$ cat src/rtl/ci_write_pkg.sv
// Constants, encodings and timing tables for the host write sequencer
package ci_write_pkg;

  // ************************************************************
  // Clock and host cycle detection
  // ************************************************************
  localparam int CLK_PERIOD_PS = 25000; // 40 MHz clock
  localparam int DETECT_PS = 37500; // 1.5 cycle start detection
  localparam int DETECT_CYCLES = (DETECT_PS + CLK_PERIOD_PS - 1) / CLK_PERIOD_PS;

  // ************************************************************
  // Widths
  // ************************************************************
  localparam int ADDR_W = 11; // Host address bits 25..15
  localparam int CNT_W = 4; // Phase counter width

  // ************************************************************
  // Speed grades and access kinds
  // ************************************************************
  typedef enum logic [2:0] {
    GRADE_600 = 3'h0,
    GRADE_250 = 3'h1,
    GRADE_200 = 3'h2,
    GRADE_150 = 3'h3,
    GRADE_100 = 3'h4,
    GRADE_IO = 3'h5
  } grade_t;

  typedef enum logic [1:0] {
    KIND_ATTR = 2'h0, // Attribute memory
    KIND_COMMON = 2'h1, // Common memory
    KIND_IO = 2'h2, // IO space
    KIND_SIDE = 2'h3 // Side channel
  } kind_t;

  typedef enum logic [1:0] {
    PICK_A = 2'h0,
    PICK_B = 2'h1,
    PICK_NONE = 2'h2,
    PICK_AUX = 2'h3
  } pick_t;

  typedef enum logic [2:0] {
    ST_IDLE = 3'h0,
    ST_DETECT = 3'h1,
    ST_SETUP = 3'h2,
    ST_STROBE = 3'h3,
    ST_RECOVER = 3'h4,
    ST_FINISH = 3'h5
  } state_t;

  // ************************************************************
  // Phase lengths in clock cycles
  // ************************************************************
  localparam logic [CNT_W-1:0] T3_SLOW = 4'h2; // CE to strobe, slow grades
  localparam logic [CNT_W-1:0] T3_FAST = 4'h1;
  localparam logic [CNT_W-1:0] T4_600 = 4'h9; // Strobe width
  localparam logic [CNT_W-1:0] T4_250 = 4'h5;
  localparam logic [CNT_W-1:0] T4_200 = 4'h4;
  localparam logic [CNT_W-1:0] T4_150 = 4'h3;
  localparam logic [CNT_W-1:0] T4_100 = 4'h2;
  localparam logic [CNT_W-1:0] T4_IO = 4'h5;
  localparam logic [CNT_W-1:0] T5_SLOW = 4'h2; // Strobe end to release
  localparam logic [CNT_W-1:0] T5_FAST = 4'h1;
  localparam logic [CNT_W-1:0] CNT_ONE = 4'h1;

  // Strobe width for a grade
  function automatic logic [CNT_W-1:0] strobe_len(input grade_t g);
    case (g)
      GRADE_600: strobe_len = T4_600;
      GRADE_250: strobe_len = T4_250;
      GRADE_200: strobe_len = T4_200;
      GRADE_150: strobe_len = T4_150;
      GRADE_100: strobe_len = T4_100;
      default: strobe_len = T4_IO;
    endcase
  endfunction : strobe_len

endpackage : ci_write_pkg

$ cat src/rtl/ci_write_and_aux_select.sv
// Host write sequencer for two module slots and the auxiliary peripheral
// Contract
// - Hold output is wait or acknowledge, configurable
// - Pick chip enable by slot, mode, target
// - Register select idle for common and aux writes
// - Write strobe for memory, IO strobe otherwise
// - Module wait freezes the strobe counter
// - Memory grades share one write timing table
// - Detect start, then assert chip enable
// - Strobe follows cycle start by grade minimum
// - Strobe follows chip enable by 2 or 1
// - Strobe width set per speed grade
// - Recover then release enables, signal acknowledge
// - Data buffers enabled before the write strobe
// - Aux select: open-drain or push-pull, polarity
// - Fallback or pattern match selects aux
// - Manual pick 11 selects the aux
// - Aux select transmit or regenerate mode
// - Transmit mode follows host chip select
// - Regenerate mode driven like a chip enable
// - Aux interrupt routed with selectable polarity
// - Aux interrupt mask blocks the host interrupt
// - Aux interrupt level readable as status
// - Access kind picks strobes and enables
`timescale 1ns/1ps
module ci_write_and_aux_select (
  input wire logic clock_i,
  input wire logic reset_n_i,
  input wire logic host_cs_i, // Host chip select, active high
  input wire logic host_wr_i, // Host write request, active high
  input wire logic [ci_write_pkg::ADDR_W-1:0] host_addr_i,
  input wire logic slot_a_wait_n_i,
  input wire logic slot_b_wait_n_i,
  input wire logic hold_as_ack_i, // 0 wait style, 1 acknowledge style
  input wire logic hold_active_high_i,
  input wire logic hold_open_drain_i,
  input wire logic [1:0] access_kind_a_i,
  input wire logic [1:0] access_kind_b_i,
  input wire logic [2:0] grade_a_i,
  input wire logic [2:0] grade_b_i,
  input wire logic [ci_write_pkg::ADDR_W-1:0] mask_a_i,
  input wire logic [ci_write_pkg::ADDR_W-1:0] pattern_a_i,
  input wire logic [ci_write_pkg::ADDR_W-1:0] mask_b_i,
  input wire logic [ci_write_pkg::ADDR_W-1:0] pattern_b_i,
  input wire logic [ci_write_pkg::ADDR_W-1:0] mask_aux_i,
  input wire logic [ci_write_pkg::ADDR_W-1:0] pattern_aux_i,
  input wire logic auto_target_bit_i,
  input wire logic [1:0] target_pick_field_i,
  input wire logic fallback_target_bit_i,
  input wire logic aux_select_style_bit_i, // 0 transmit, 1 regenerate
  input wire logic aux_cs_active_high_i,
  input wire logic aux_cs_open_drain_i,
  input wire logic aux_irq_in_i,
  input wire logic aux_irq_polarity_bit_i, // 1 active high
  input wire logic aux_irq_mask_bit_i, // 1 masks
  output logic slot_a_enable_low_o,
  output logic slot_b_enable_low_o,
  output logic slot_a_channel_enable_o, // Active low
  output logic slot_b_channel_enable_o, // Active low
  output logic reg_select_n_o,
  output logic write_strobe_n_o,
  output logic io_write_n_o,
  output logic data_enable_n_o,
  output logic hold_o,
  output logic hold_oe_n_o,
  output logic aux_chip_select_o,
  output logic aux_cs_oe_n_o,
  output logic host_irq_out_o,
  output logic aux_irq_status_bit_o
);

  // ************************************************************
  // Target decode
  // ************************************************************
  // Masked address compare shared by both slots and the aux
  function automatic logic addr_hit(
    input logic [ci_write_pkg::ADDR_W-1:0] a,
    input logic [ci_write_pkg::ADDR_W-1:0] m,
    input logic [ci_write_pkg::ADDR_W-1:0] p
  );
    addr_hit = ((a ^ p) & m) == '0;
  endfunction : addr_hit
  ci_write_pkg::pick_t pick_now; // Target of the current host address

  // Manual or automatic selection of the destination
  always_comb begin
    if (!auto_target_bit_i) begin
      pick_now = ci_write_pkg::pick_t'(target_pick_field_i);
    end else if (addr_hit(host_addr_i, mask_a_i, pattern_a_i)) begin
      pick_now = ci_write_pkg::PICK_A;
    end else if (addr_hit(host_addr_i, mask_b_i, pattern_b_i)) begin
      pick_now = ci_write_pkg::PICK_B;
    end else if (fallback_target_bit_i) begin
      pick_now = ci_write_pkg::PICK_AUX;
    end else if (addr_hit(host_addr_i, mask_aux_i, pattern_aux_i)) begin
      pick_now = ci_write_pkg::PICK_AUX;
    end else begin
      pick_now = ci_write_pkg::PICK_NONE;
    end
  end

  // ************************************************************
  // Latched cycle attributes
  // ************************************************************
  ci_write_pkg::state_t state; // Sequencer state
  ci_write_pkg::state_t next_state;
  ci_write_pkg::pick_t pick; // Target of the running cycle
  ci_write_pkg::kind_t kind; // Access kind of the running cycle
  ci_write_pkg::grade_t grade; // Speed grade of the running cycle
  logic start; // New host write seen
  logic phase_done; // Current phase elapsed
  logic load; // Phase timer reload
  logic [ci_write_pkg::CNT_W-1:0] load_val;
  logic freeze; // Module wait request
  logic slow; // 600 ns or IO grade
  assign start = host_cs_i && host_wr_i && (pick_now != ci_write_pkg::PICK_NONE);
  assign slow = (grade == ci_write_pkg::GRADE_600) || (grade == ci_write_pkg::GRADE_IO);

  // Capture target, kind and grade at cycle start
  always_ff @(posedge clock_i or negedge reset_n_i) begin
    if (!reset_n_i) begin
      pick <= ci_write_pkg::PICK_NONE;
      kind <= ci_write_pkg::KIND_ATTR;
      grade <= ci_write_pkg::GRADE_600;
    end else if (state == ci_write_pkg::ST_IDLE && start) begin
      pick <= pick_now;
      if (pick_now == ci_write_pkg::PICK_AUX) begin
        kind <= ci_write_pkg::KIND_IO; // Aux uses IO strobes
        grade <= ci_write_pkg::GRADE_IO;
      end else if (pick_now == ci_write_pkg::PICK_A) begin
        kind <= ci_write_pkg::kind_t'(access_kind_a_i);
        grade <= (access_kind_a_i[1]) ? ci_write_pkg::GRADE_IO
                                      : ci_write_pkg::grade_t'(grade_a_i);
      end else begin
        kind <= ci_write_pkg::kind_t'(access_kind_b_i);
        grade <= (access_kind_b_i[1]) ? ci_write_pkg::GRADE_IO
                                      : ci_write_pkg::grade_t'(grade_b_i);
      end
    end
  end

  // ************************************************************
  // Sequencer
  // ************************************************************
  // Module wait stops the strobe count; aux has no wait line
  always_comb begin
    freeze = 1'b0;
    if (state == ci_write_pkg::ST_STROBE) begin
      if (pick == ci_write_pkg::PICK_A) begin
        freeze = !slot_a_wait_n_i;
      end else if (pick == ci_write_pkg::PICK_B) begin
        freeze = !slot_b_wait_n_i;
      end
    end
  end

  // Next state and phase timer reload
  always_comb begin
    next_state = state;
    load = 1'b0;
    load_val = '0;
    case (state)
      ci_write_pkg::ST_IDLE: begin
        if (start) begin
          next_state = ci_write_pkg::ST_DETECT;
        end
      end
      ci_write_pkg::ST_DETECT: begin
        next_state = ci_write_pkg::ST_SETUP;
        load = 1'b1;
        load_val = (slow ? ci_write_pkg::T3_SLOW : ci_write_pkg::T3_FAST)
                   - ci_write_pkg::CNT_ONE;
      end
      ci_write_pkg::ST_SETUP: begin
        if (phase_done) begin
          next_state = ci_write_pkg::ST_STROBE;
          load = 1'b1;
          load_val = ci_write_pkg::strobe_len(grade) - ci_write_pkg::CNT_ONE;
        end
      end
      ci_write_pkg::ST_STROBE: begin
        if (phase_done) begin
          next_state = ci_write_pkg::ST_RECOVER;
          load = 1'b1;
          load_val = ((grade == ci_write_pkg::GRADE_600) ? ci_write_pkg::T5_SLOW
                      : ci_write_pkg::T5_FAST) - ci_write_pkg::CNT_ONE;
        end
      end
      ci_write_pkg::ST_RECOVER: begin
        if (phase_done) begin
          next_state = ci_write_pkg::ST_FINISH;
        end
      end
      ci_write_pkg::ST_FINISH: begin
        // The host keeps its write up until released
        if (!host_wr_i || !host_cs_i) begin
          next_state = ci_write_pkg::ST_IDLE;
        end
      end
      default: begin
        next_state = ci_write_pkg::ST_IDLE;
      end
    endcase
  end

  // State register
  always_ff @(posedge clock_i or negedge reset_n_i) begin
    if (!reset_n_i) begin
      state <= ci_write_pkg::ST_IDLE;
    end else begin
      state <= next_state;
    end
  end

  // Phase length counter
  ci_phase_timer #(
    .CNT_W(ci_write_pkg::CNT_W)
  ) u_timer (
    .clock_i(clock_i),
    .reset_n_i(reset_n_i),
    .load_i(load),
    .load_val_i(load_val),
    .freeze_i(freeze),
    .done_o(phase_done)
  );

  // ************************************************************
  // Module side outputs
  // ************************************************************
  logic next_ce; // Chip enable phase
  logic next_wr; // Strobe phase
  logic is_mem; // Memory kind
  assign next_ce = (next_state == ci_write_pkg::ST_SETUP)
                || (next_state == ci_write_pkg::ST_STROBE)
                || (next_state == ci_write_pkg::ST_RECOVER);
  assign next_wr = (next_state == ci_write_pkg::ST_STROBE);
  assign is_mem = !kind[1];

  // Enables, register select and strobes, all registered
  always_ff @(posedge clock_i or negedge reset_n_i) begin
    if (!reset_n_i) begin
      slot_a_enable_low_o <= 1'b1;
      slot_b_enable_low_o <= 1'b1;
      slot_a_channel_enable_o <= 1'b1;
      slot_b_channel_enable_o <= 1'b1;
      reg_select_n_o <= 1'b1;
      write_strobe_n_o <= 1'b1;
      io_write_n_o <= 1'b1;
      data_enable_n_o <= 1'b1;
    end else begin
      // Side channel uses the channel enable, other kinds the main one
      slot_a_enable_low_o <= !(next_ce && pick == ci_write_pkg::PICK_A
                               && kind != ci_write_pkg::KIND_SIDE);
      slot_b_enable_low_o <= !(next_ce && pick == ci_write_pkg::PICK_B
                               && kind != ci_write_pkg::KIND_SIDE);
      slot_a_channel_enable_o <= !(next_ce && pick == ci_write_pkg::PICK_A
                                   && kind == ci_write_pkg::KIND_SIDE);
      slot_b_channel_enable_o <= !(next_ce && pick == ci_write_pkg::PICK_B
                                   && kind == ci_write_pkg::KIND_SIDE);
      // Register space for attribute, IO and side channel on a slot
      reg_select_n_o <= !(next_ce && pick != ci_write_pkg::PICK_AUX
                          && kind != ci_write_pkg::KIND_COMMON);
      write_strobe_n_o <= !(next_wr && is_mem);
      io_write_n_o <= !(next_wr && !is_mem);
      // Buffers open with chip enable, ahead of the strobe
      data_enable_n_o <= !next_ce;
    end
  end

  // ************************************************************
  // Host hold output
  // ************************************************************
  logic next_busy; // Host must stall
  logic next_hold_act; // Logical hold or acknowledge
  assign next_busy = (next_state != ci_write_pkg::ST_IDLE)
                  && (next_state != ci_write_pkg::ST_FINISH);
  assign next_hold_act = hold_as_ack_i ? (next_state == ci_write_pkg::ST_FINISH)
                                       : next_busy;

  // Level and driver style of the hold pin
  always_ff @(posedge clock_i or negedge reset_n_i) begin
    if (!reset_n_i) begin
      hold_o <= 1'b1;
      hold_oe_n_o <= 1'b1;
    end else begin
      hold_o <= next_hold_act ~^ hold_active_high_i;
      // Open drain only pulls low
      hold_oe_n_o <= hold_open_drain_i
                     && !(next_hold_act && !hold_active_high_i);
    end
  end

  // ************************************************************
  // Auxiliary chip select
  // ************************************************************
  logic next_aux_act; // Logical aux select
  assign next_aux_act = aux_select_style_bit_i
    ? (next_ce && pick == ci_write_pkg::PICK_AUX)
    : (host_cs_i && pick_now == ci_write_pkg::PICK_AUX);

  // Polarity and driver style under software control
  always_ff @(posedge clock_i or negedge reset_n_i) begin
    if (!reset_n_i) begin
      aux_chip_select_o <= 1'b1;
      aux_cs_oe_n_o <= 1'b1;
    end else begin
      aux_chip_select_o <= next_aux_act ~^ aux_cs_active_high_i;
      aux_cs_oe_n_o <= aux_cs_open_drain_i
                       && !(next_aux_act && !aux_cs_active_high_i);
    end
  end

  // ************************************************************
  // Auxiliary interrupt
  // ************************************************************
  logic irq_act; // Input in its active state
  assign irq_act = aux_irq_in_i ~^ aux_irq_polarity_bit_i;

  // Status follows the input, host line gated by the mask
  always_ff @(posedge clock_i or negedge reset_n_i) begin
    if (!reset_n_i) begin
      aux_irq_status_bit_o <= 1'b0;
      host_irq_out_o <= 1'b0;
    end else begin
      aux_irq_status_bit_o <= irq_act;
      host_irq_out_o <= irq_act && !aux_irq_mask_bit_i;
    end
  end

  // ************************************************************
  // Checks
  // ************************************************************
  a_common_no_reg: assert property (@(posedge clock_i) disable iff (!reset_n_i)
    (kind == ci_write_pkg::KIND_COMMON || pick == ci_write_pkg::PICK_AUX)
    && state != ci_write_pkg::ST_IDLE |-> reg_select_n_o)
    else $error("register select active on common or aux write");
  a_strobe_kind: assert property (@(posedge clock_i) disable iff (!reset_n_i)
    !write_strobe_n_o |-> is_mem && io_write_n_o)
    else $error("memory strobe on non memory write");
  a_wait_freeze: assert property (@(posedge clock_i) disable iff (!reset_n_i)
    state == ci_write_pkg::ST_STROBE && freeze |=> state == ci_write_pkg::ST_STROBE)
    else $error("strobe ended during module wait");
  a_ce_after_start: assert property (@(posedge clock_i) disable iff (!reset_n_i)
    state == ci_write_pkg::ST_IDLE && start |=> ##1 !data_enable_n_o)
    else $error("chip enable not two cycles after start");
  a_fast_setup: assert property (@(posedge clock_i) disable iff (!reset_n_i)
    $fell(data_enable_n_o) && !slow |=> state == ci_write_pkg::ST_STROBE)
    else $error("fast grade strobe not one cycle after enable");
  a_slow_setup: assert property (@(posedge clock_i) disable iff (!reset_n_i)
    $fell(data_enable_n_o) && slow |=> state == ci_write_pkg::ST_SETUP
    ##1 state == ci_write_pkg::ST_STROBE)
    else $error("slow grade strobe not two cycles after enable");
  a_strobe_100: assert property (@(posedge clock_i) disable iff (!reset_n_i)
    $rose(state == ci_write_pkg::ST_STROBE) && grade == ci_write_pkg::GRADE_100
    && !freeze ##1 !freeze |=> state == ci_write_pkg::ST_RECOVER)
    else $error("100 ns strobe width wrong");
  a_hold_release: assert property (@(posedge clock_i) disable iff (!reset_n_i)
    state == ci_write_pkg::ST_RECOVER && phase_done && !hold_as_ack_i
    |=> hold_o == !hold_active_high_i && data_enable_n_o)
    else $error("hold not released at write end");
  a_irq_mask: assert property (@(posedge clock_i) disable iff (!reset_n_i)
    aux_irq_mask_bit_i |=> !host_irq_out_o)
    else $error("masked aux interrupt reached host");

endmodule : ci_write_and_aux_select

$ cat src/rtl/ci_phase_timer.sv
// Down counter timing one phase of the write cycle, with freeze
`timescale 1ns/1ps
module ci_phase_timer #(
  parameter int CNT_W = 4
) (
  input wire logic clock_i,
  input wire logic reset_n_i,
  input wire logic load_i,
  input wire logic [CNT_W-1:0] load_val_i,
  input wire logic freeze_i,
  output logic done_o
);

  // ************************************************************
  // Counter
  // ************************************************************
  logic [CNT_W-1:0] count; // Cycles left in the phase

  // Load on phase entry, count down unless frozen
  always_ff @(posedge clock_i or negedge reset_n_i) begin
    if (!reset_n_i) begin
      count <= '0;
    end else if (load_i) begin
      count <= load_val_i;
    end else if (!freeze_i && count != '0) begin
      count <= count - 1'b1;
    end
  end

  // Phase over once the count is spent and no freeze holds it
  assign done_o = (count == '0) && !freeze_i;

endmodule : ci_phase_timer

$ cat config.mk
export PLATFORM = sky130hd
export DESIGN_NAME = ci_write_and_aux_select
export DESIGN_NICKNAME = d
export VERILOG_FILES = /design/src/rtl/ci_write_pkg.sv /design/src/rtl/ci_write_and_aux_select.sv /design/src/rtl/ci_phase_timer.sv
export SDC_FILE = /design/constraint.sdc
export NUM_CORES = 1
export LEC_CHECK = 0
export BUFFER_PORTS_ARGS = -buffer_cell sky130_fd_sc_hd__buf_2
export CAP_MARGIN = 5
export CORE_UTILIZATION = 25
export CTS_CLUSTER_DIAMETER = 30
export CTS_CLUSTER_SIZE = 16
export DETAILED_ROUTE_END_ITERATION = 7
export GPL_ROUTABILITY_DRIVEN = 1
export PLACE_DENSITY = 0.52
export SYNTH_ARGS = -nofsm -noshare
export SYNTH_HDL_FRONTEND = slang
export SYNTH_SLANG_ARGS = --single-unit
$ cat constraint.sdc
create_clock -name clock_i -period 2.6 [get_ports clock_i]
set_input_delay 0.78 -clock clock_i [delete_from_list [all_inputs] [get_ports clock_i]]
set_output_delay 0.78 -clock clock_i [all_outputs]
set_load 0.01 [all_outputs]
==> impl_metrics.json, run 1 <==
{
  "fmax_mhz": 390,
  "diodes": 0,
  "drt_iter0_markers": 95,
  "viasPerCell": 4.68,
  "rows": 31,
  "h-tree-depth": 1,
  "ys_warn_count": 0,
  "clock_latency_ns": 0.28,
  "async_reset_ff_share_pct": 100,
  "ys_seq_area_share_pct": 36.7,
  "cpMaxStageDelayCell": "or3_4",
  "p_int_mw": 1.26,
  "cts.reportedPaths.clkPinSlew_ns": 0.10,
  "syn_inst": 207,
  "p_comb_share_pct": 46.1,
  "grtUsageTotal_pct": 14.0,
  "hold_viol": 0,
  "hold_ws_ns": 0.438,
  "p_seq_share_pct": 38.5,
  "power.switching_uw": 760,
  "final_max_slew_viol_count": 0,
  "cts_root_buf": "clkbuf_8",
  "post-route-min-period_ns": 2.56,
  "critPathLaunchType": "input pin",
  "setup_viol": 0,
  "finalCritPeriodShare_pct": 98.5,
  "drive_gt1_share_pct": 49.1,
  "switching_share_pct": 37.7,
  "antenna_found_initial": 0,
  "cp_max_fo": 3,
  "drc": 0,
  "die-area_um2": 8180,
  "ios": 120,
  "route.met2.wl_mm": 3.16,
  "clk_path_buf_depth": 2,
  "final.fill_count": 750,
  "routabilityCongestion": 0.805,
  "detail_route.first_pass.iterations": 4,
  "io_buffer_count": 119,
  "rsz0062_at_grt": "true",
  "leakagePower_nw": 1.39,
  "dp_hpwl_mm": 4.99,
  "numCtsBuffers": 3,
  "nets": 450,
  "cp_data_arrival_time_ns": 2.78,
  "ys_types": 47,
  "met3_length_um": 419,
  "pwr-share-clk_pct": 15.4,
  "required_ns": 2.82,
  "cts_hold_buf": 0,
  "synthFlopType": "dfrtp_1",
  "highest_layer": "met4",
  "grt_pass1_vias": 1991,
  "core_area_um2": 7410,
  "cap_violations": 0,
  "overflow": 0,
  "final_util_pct": 39.0,
  "relSlewSlack_pct": 58.3,
  "grt_max_degree": 29,
  "critPathKind": "in2reg",
  "pwr_density_cell_nw_per_um2": 698,
  "status": "finished clean",
  "area_growth_pct": 47.9,
  "syn_area_per_cell_um2": 9.45,
  "cts_tree": "built",
  "worst_pin_slew_ns": 0.619,
  "layout_common_cells": "buf_2, xor2_1, nor2_1",
  "vias": 2054,
  "initial_utilization_pct": 26.4,
  "grt_pass1_wl_mm": 9.14,
  "wl_met1_mm": 2.26,
  "hp-class": "reg2reg",
  "die_x_um": 90.4,
  "detail-route-antenna-nets": 0,
  "wire_per_inst_um": 13.4,
  "synth_fp_nets": 316,
  "synth_seq_cells": 28,
  "die-height_um": 90.4,
  "wl_mm": 5.89,
  "cpPeakStageDelay_ns": 0.38,
  "synth-edff-count": 0,
  "final_common_cell": "buf_2",
  "peakVddDrop_uv": 202,
  "syn_area_um2": 1960,
  "fin_worst_skew_ns": 0.00270,
  "endpoint_kind": "flop",
  "cts_sinks": 28,
  "crit_chain": "buf_6 > xor2_1 > a22o_1 > a221oi_2 > and3_4 > a311oi_4 > o22ai_4 > or3_4 > o31a_1 > ha_1 > nor2b_1"
}
registers in the layout (all words and copies together), names as in the netlist, 2 cells and up:
| register | count |
|---|---|
| grade | 3 |
| kind | 2 |
| pick | 2 |
| state | 3 |
| u_timer.count | 4 |
synth_stat cells (3+ instances only):
| cell | n | area (µm²) |
|---|---|---|
| mux2i_1 | 6 | 60.1 |
| nor4_1 | 3 | 18.8 |
| o22ai_1 | 6 | 37.5 |
| o21ai_0 | 8 | 40.0 |
| a222oi_1 | 3 | 30.0 |
| dfstp_2 | 13 | 342 |
| a22oi_1 | 8 | 60.1 |
| xor2_1 | 33 | 289 |
| clkbuf_1 | 3 | 11.3 |
| nand2_1 | 11 | 41.3 |
| nor2b_1 | 4 | 25.0 |
| a21o_1 | 3 | 22.5 |
| ha_1 | 3 | 37.5 |
| a21oi_1 | 6 | 30.0 |
| nand2b_1 | 4 | 25.0 |
| xnor2_1 | 4 | 35.0 |
| nor2_1 | 17 | 63.8 |
| nand3_1 | 5 | 25.0 |
| dfrtp_1 | 15 | 375 |
| inv_1 | 12 | 45.0 |
| a31oi_1 | 5 | 31.3 |
per-stage QoR:
step	total power [mW]	instance area [µm²]	instances	TNS [ns]	setup slack, ns
after floorplan	1.37	1960	207	-0.183	-0.0963
after global placement	1.70	2740	432	-1.65	-0.249
after detailed placement	1.71	2740	432	-2.20	-0.314
after CTS	2.03	2840	438	-0.00197	-0.00197
after global routing	2.19	2890	439	-0.0628	-0.0628
final	2.02	2890	439	0	0.0378
worst max-delay path, delay by kind of cell:
| kind | cells | cell delay, ns |
|---|---|---|
| buffers and inverters | 1 | 0.10 |
| and+or+nand+nor | 3 | 0.69 |
| AOI/OAI and AO/OA | 5 | 0.88 |
| xor gates and xnor gates | 1 | 0.14 |
| adders and majority gates | 1 | 0.18 |
final timing paths:
check / cells after the start / from / slack, ns / end
hold / removal: 1 / kind[1] / 0.44 / io_write_n_o
min in group asynchronous: 1 / reset_n_i / 0.50 / aux_irq_status_bit_o
setup / recovery: 11 / host_addr_i[10] / 0.04 / hold_oe_n_o
hold reg to reg: 1 / kind[1] / 0.44 / io_write_n_o
max in group asynchronous: 1 / reset_n_i / 1.70 / u_timer.count[2]
setup reg to reg: 7 / state[1] / 0.36 / grade[0]
power groups by stage:
| stage | Sequential [mW] | Combinational [mW] | Clock (mW) |
|---|---|---|---|
| finish | 0.776 | 0.932 | 0.311 |
| global route | 0.806 | 1.05 | 0.338 |
| CTS | 0.780 | 0.928 | 0.321 |
| detailed placement | 0.784 | 0.922 | 0 |
| global placement | 0.791 | 0.908 | 0 |
| floorplan | 0.767 | 0.608 | 0 |
cell families after synthesis:
kind of cell | count (synthesis) | share of synthesized area (%)
xor+xnor | 37 | 16.6
fa+ha+maj | 3 | 1.92
compound gates | 54 | 20.9
buf+inv | 16 | 3.26
mux | 8 | 4.22
flops | 28 | 36.7
simple gates | 61 | 16.5
layout make-up:
type | instances | area [µm²] | area share, %
Tap cell | 99 | 124 | 4.28
Clock buffer | 4 | 66.3 | 2.29
Multi-Input combinational cell | 163 | 1220 | 42.1
Inverter | 12 | 45.0 | 1.56
Sequential cell | 28 | 717 | 24.8
Timing Repair Buffer | 133 | 722 | 25.0
layer usage:
metal / global-route usage [%] / up-vias
met5: 0 / -
li1: - / 1014
met1: 15.3 / 936
met4: 2.42 / 0
met3: 2.78 / 6
met2: 27.8 / 98
timing repair:
item / in CTS / in global routing
endpoints found under the hold margin: 0 / 0
gates resized for setup: 4 / 11
endpoints found under the setup margin: 1 / 4
pin swaps: 4 / 8
buffers inserted: 2 / 1
Note: power is estimated with default switching activity, not from simulation.
==> run 2, diff against run 1 <==
Settings changed: SYNTH_HIERARCHICAL from default to 1.
==> impl_metrics.json, run 2 <==
{
  "final_common_cell": "buf_2",
  "cts_root_buf": "clkbuf_8",
  "dp_hpwl_mm": 5.10,
  "die-height_um": 91.3,
  "clk_path_buf_depth": 2,
  "synth.most_common_cell": "xor2_1",
  "hold_viol": 0,
  "drc": 0,
  "nets": 450,
  "drive_gt1_share_pct": 45.6,
  "critPathKind": "reg2reg",
  "worstSetupStartpoint": "u_timer/count[0]",
  "syn_area_um2": 1990,
  "hold_ws_ns": 0.517,
  "r2r_start": "u_timer/count[0]",
  "die_x_um": 91.3,
  "post-route-min-period_ns": 2.34,
  "leakagePower_nw": 1.36,
  "grt_max_degree": 29,
  "synth_seq_cells": 28,
  "rows": 32,
  "largest_register": "u_timer/count",
  "syn_inst": 212,
  "reg_top3": "u_timer/count x4, grade x3, state x3",
  "synth_commonest_cells": "xor2_1, dfrtp_1, nand2_1, nor2_1",
  "layout_common_cells": "buf_2, xor2_1, nand2_1, dfrtp_1, nor2_1",
  "required_ns": 2.81,
  "core_area_um2": 7730,
  "ys_seq_area_share_pct": 36.0,
  "synth-edff-count": 0,
  "endpoint_kind": "flop",
  "wire_per_inst_um": 13.5,
  "final_max_slew_viol_count": 0,
  "numCtsBuffers": 3,
  "overflow": 0,
  "final_util_pct": 36.9,
  "relSlewSlack_pct": 56.7,
  "finalCritPeriodShare_pct": 89.8,
  "antenna_found_initial": 0,
  "initial_utilization_pct": 25.8,
  "wl_mm": 5.95,
  "routabilityCongestion": 0.744,
  "synth_top_area_share_pct": 18.8,
  "io_buffer_count": 119,
  "area_growth_pct": 43.1,
  "cts_tree": "built",
  "rsz0062_at_grt": "false",
  "synth_fp_nets": 321,
  "grt_pass1_vias": 2083,
  "cp_data_arrival_time_ns": 2.55,
  "syn_area_per_cell_um2": 9.40,
  "setup_viol": 0,
  "clock_latency_ns": 0.28,
  "ys_types": 52,
  "post_cts_buffers": 0,
  "synth.area.top_cells": "dfrtp_1, dfstp_2, xor2_1",
  "ys_warn_count": 6,
  "ios": 120,
  "h-tree-depth": 1,
  "cts.reportedPaths.clkPinSlew_ns": 0.10,
  "worst_pin_slew_ns": 0.649,
  "grtUsageTotal_pct": 14.5,
  "fin_worst_skew_ns": 0.00475,
  "vias": 2056,
  "die-area_um2": 8330,
  "cap_violations": 0,
  "synthFlopType": "dfrtp_1",
  "largest_reg_flops": 4,
  "grt_pass1_wl_mm": 9.63,
  "peakVddDrop_uv": 233,
  "drt_iter0_markers": 52,
  "fmax_mhz": 428,
  "status": "finished clean",
  "cp_max_fo": 5,
  "hp-class": "in2async",
  "critPathLaunchType": "flop",
  "cts_sinks": 28,
  "synth_top_area_cell": "dfrtp_1",
  "detail-route-antenna-nets": 0,
  "viasPerCell": 4.65,
  "pwr_density_cell_nw_per_um2": 724,
  "async_reset_ff_share_pct": 100,
  "diodes": 0,
  "detail_route.first_pass.iterations": 4
}
==> run 2: report_power, final <==
group	internal, mW	leakage (nW)	switching (mW)
clock network	0.168	0.0339	0.143
registers	0.635	0.321	0.177
logic	0.480	1.01	0.463
==> run 2: area by class of cell <==
class | instances | area [µm²]
Fill cell | 831 | 4870
Sequential cell | 28 | 717
Multi-Input combinational cell | 172 | 1250
Inverter | 9 | 33.8
Clock buffer | 4 | 66.3
Tap cell | 102 | 128
Timing Repair Buffer | 127 | 656
==> run 2: routing by layer <==
metal / global-route usage (%) / wire length (µm) / vias up
met5: 0 / 0 / -
met1: 16.5 / 2460 / 915
li1: - / - / 1034
met3: 2.35 / 402 / 6
met4: 3.44 / 69 / 0
met2: 27.8 / 3020 / 101
==> run 2: critical path, stage by stage, from the launching register on <==
cell and delay, ns:
dfrtp_1 0.43, inv_1 0.07, ha_1 0.16, or3b_1 0.38, nor2_2 0.20, nand3_1 0.11, o21ai_0 0.25, nor2_1 0.08
a211oi_1 0.23, a21o_1 0.12, ha_1 0.23
==> run 2: metrics by stage <==
step	total power [mW]	worst slack, ns	area (µm²)	instances	TNS [ns]
after CTS	2.09	0.0682	2850	442	0
after global placement	1.75	-0.0792	2780	438	-0.111
after detailed placement	1.77	-0.0913	2780	438	-0.137
final	2.06	0.264	2850	442	0
after global routing	2.25	0.0146	2850	442	0
after floorplan	1.40	0.0837	2010	212	0
==> run 2: kinds of logic after synthesis <==
family	Yosys count	share of synthesized area [%]
AO/OA/AOI/OAI	59	22.7
XOR/XNOR	35	15.8
adder cells (fa/ha/maj)	3	1.88
buffers and inverters	12	2.26
flip-flops	28	36.0
multiplexers	4	2.07
AND/OR/NAND/NOR	71	19.3
==> run 2: repair_timing <==
action,CTS,global route
hold buffers,0,0
endpoints found under the setup margin,0,4
resized for setup,0,2
==> run 2: worst paths after layout <==
| check | endpoint | slack (ns) | depth (start not counted) |
|---|---|---|---|
| min in group clock_i | slot_a_channel_enable_o | 0.52 | 1 |
| max in group asynchronous | u_timer/count[0] | 1.66 | 1 |
| worst max-delay path | hold_o | 0.26 | 10 |
| worst min-delay path | u_timer/count[2] | 0.52 | 1 |
| worst min register to register | slot_a_channel_enable_o | 0.52 | 1 |
| worst max register to register | hold_o | 0.26 | 10 |
==> run 3, diff against run 2 <==
Settings changed: CORE_UTILIZATION 25 to 30, MAX_ROUTING_LAYER from default to met4, PLACE_DENSITY 0.52 to 0.6.
==> impl_metrics.json, run 3 (synthesized netlist as in run 2, its figures left out) <==
{
  "fmax_mhz": 431,
  "overflow": 0,
  "cts.reportedPaths.clkPinSlew_ns": 0.10,
  "leakagePower_nw": 1.37,
  "drive_gt1_share_pct": 45.6,
  "drt_iter0_markers": 59,
  "dp_hpwl_mm": 4.97,
  "worst_pin_slew_ns": 0.624,
  "endpoint_kind": "flop",
  "rows": 29,
  "hold_ws_ns": 0.504,
  "worst_r2r_endpoint": "hold_o",
  "layout_common_cells": "buf_2, xor2_1, nand2_1, dfrtp_1, nor2_1",
  "status": "finished clean",
  "post-route-min-period_ns": 2.32,
  "post_cts_buffers": 0,
  "initial_utilization_pct": 31.2,
  "rsz0062_at_grt": "false",
  "cts_tree": "built",
  "grt_max_degree": 29,
  "final_max_slew_viol_count": 0,
  "diodes": 0,
  "cp_max_fo": 3,
  "hold_viol": 0,
  "reg_top3": "u_timer/count x4, grade x3, state x3",
  "cts_root_buf": "clkbuf_8",
  "cts_sinks": 28,
  "fin_worst_skew_ns": 0.00452,
  "relSlewSlack_pct": 58.4,
  "critPathLaunchType": "input pin",
  "nets": 450,
  "detail_route.first_pass.iterations": 4,
  "final_common_cell": "buf_2",
  "r2r_start": "u_timer/count[0]",
  "die-height_um": 83.5,
  "core_area_um2": 6390,
  "area_growth_pct": 41.8,
  "io_buffer_count": 119,
  "reg2reg_setup_slack_ns": 0.31,
  "die_x_um": 83.5,
  "drc": 0,
  "cp_data_arrival_time_ns": 2.53,
  "vias": 2093,
  "routabilityCongestion": 0.759,
  "wire_per_inst_um": 14.0,
  "final.fill_count": 666,
  "grt_pass1_vias": 2057,
  "critPathKind": "in2reg",
  "grtUsageTotal_pct": 17.7,
  "pwr_density_cell_nw_per_um2": 742,
  "largest_register": "u_timer/count",
  "viasPerCell": 5.02,
  "largest_reg_flops": 4,
  "clock_latency_ns": 0.27,
  "finalCritPeriodShare_pct": 89.3,
  "required_ns": 2.81,
  "wl_mm": 5.85,
  "h-tree-depth": 1,
  "clk_path_buf_depth": 2,
  "r2r_cells": 10,
  "final_util_pct": 44.3,
  "antenna_found_initial": 0,
  "setup_viol": 0,
  "detail-route-antenna-nets": 0,
  "hp-class": "in2async",
  "peakVddDrop_uv": 617,
  "numCtsBuffers": 3,
  "ios": 120,
  "cap_violations": 0,
  "grt_pass1_wl_mm": 9.46,
  "die-area_um2": 6970
}
## run 3: cell count changes in the layout (fill, tap and decap cells not counted), sizes merged
cell | previous run | this run
clkbuf | 4 | 3
bufinv | 0 | 1
## run 3: per-stage QoR
| stage | instances | TNS, ns | worst slack [ns] | area (µm²) | total power, mW |
|---|---|---|---|---|---|
| after floorplan | 212 | 0 | 0.0837 | 2010 | 1.40 |
| after global placement | 413 | -0.0992 | -0.0740 | 2750 | 1.74 |
| after detailed placement | 413 | -0.0893 | -0.0743 | 2750 | 1.76 |
| after CTS | 417 | 0 | 0.117 | 2820 | 2.11 |
| after global routing | 417 | 0 | 0.0567 | 2830 | 2.27 |
| final | 417 | 0 | 0.278 | 2830 | 2.10 |
## run 3: worst max-delay path: stages
cell	delay, ns
buf_2	0.13
xor2_1	0.16
a22o_1	0.23
a221oi_1	0.26
a31o_4	0.24
o31ai_2	0.10
o31ai_1	0.35
ha_1	0.30
## run 3: what timing repair did
action	CTS	global route
gates resized for setup	0	2
hold buffers	0	0
endpoints found under the setup margin	0	3
## run 3: metal layers
metal	up-vias	global-route usage, %	part of all wire (%)
li1	1029	-	-
met1	963	19.3	40
met2	92	33.4	53
met3	9	2.27	5.4
met4	0	5.39	1.7
met5	-	-	0
## run 3: worst max-delay path by stage
stage / startpoint / depth (start not counted) / slack (ns) / endpoint
floorplan: slot_b_wait_n_i / 8 / 0.08 / aux_chip_select_o
global placement: host_addr_i[4] / 8 / -0.07 / aux_chip_select_o
detailed placement: host_addr_i[4] / 8 / -0.07 / aux_chip_select_o
CTS: u_timer/count[0] / 9 / 0.12 / u_timer/count[3]
global route: u_timer/count[0] / 10 / 0.06 / hold_o
finish: host_addr_i[4] / 8 / 0.28 / aux_chip_select_o
## run 3: final cells by class
type | count | area (µm²) | share of cell area [%]
clock buffers | 3 | 41.3 | 1.46
clock inverters | 1 | 30.0 | 1.06
inverters | 9 | 33.8 | 1.20
repair buffers | 127 | 656 | 23.2
well taps | 77 | 96.3 | 3.41
flip-flops and latches | 28 | 717 | 25.4
multi-input cells | 172 | 1250 | 44.3
## run 3: power breakdown
part	internal, mW	total, mW	switching [mW]
combinational	0.478	0.938	0.459
sequential	0.635	0.818	0.183
clock	0.206	0.342	0.136
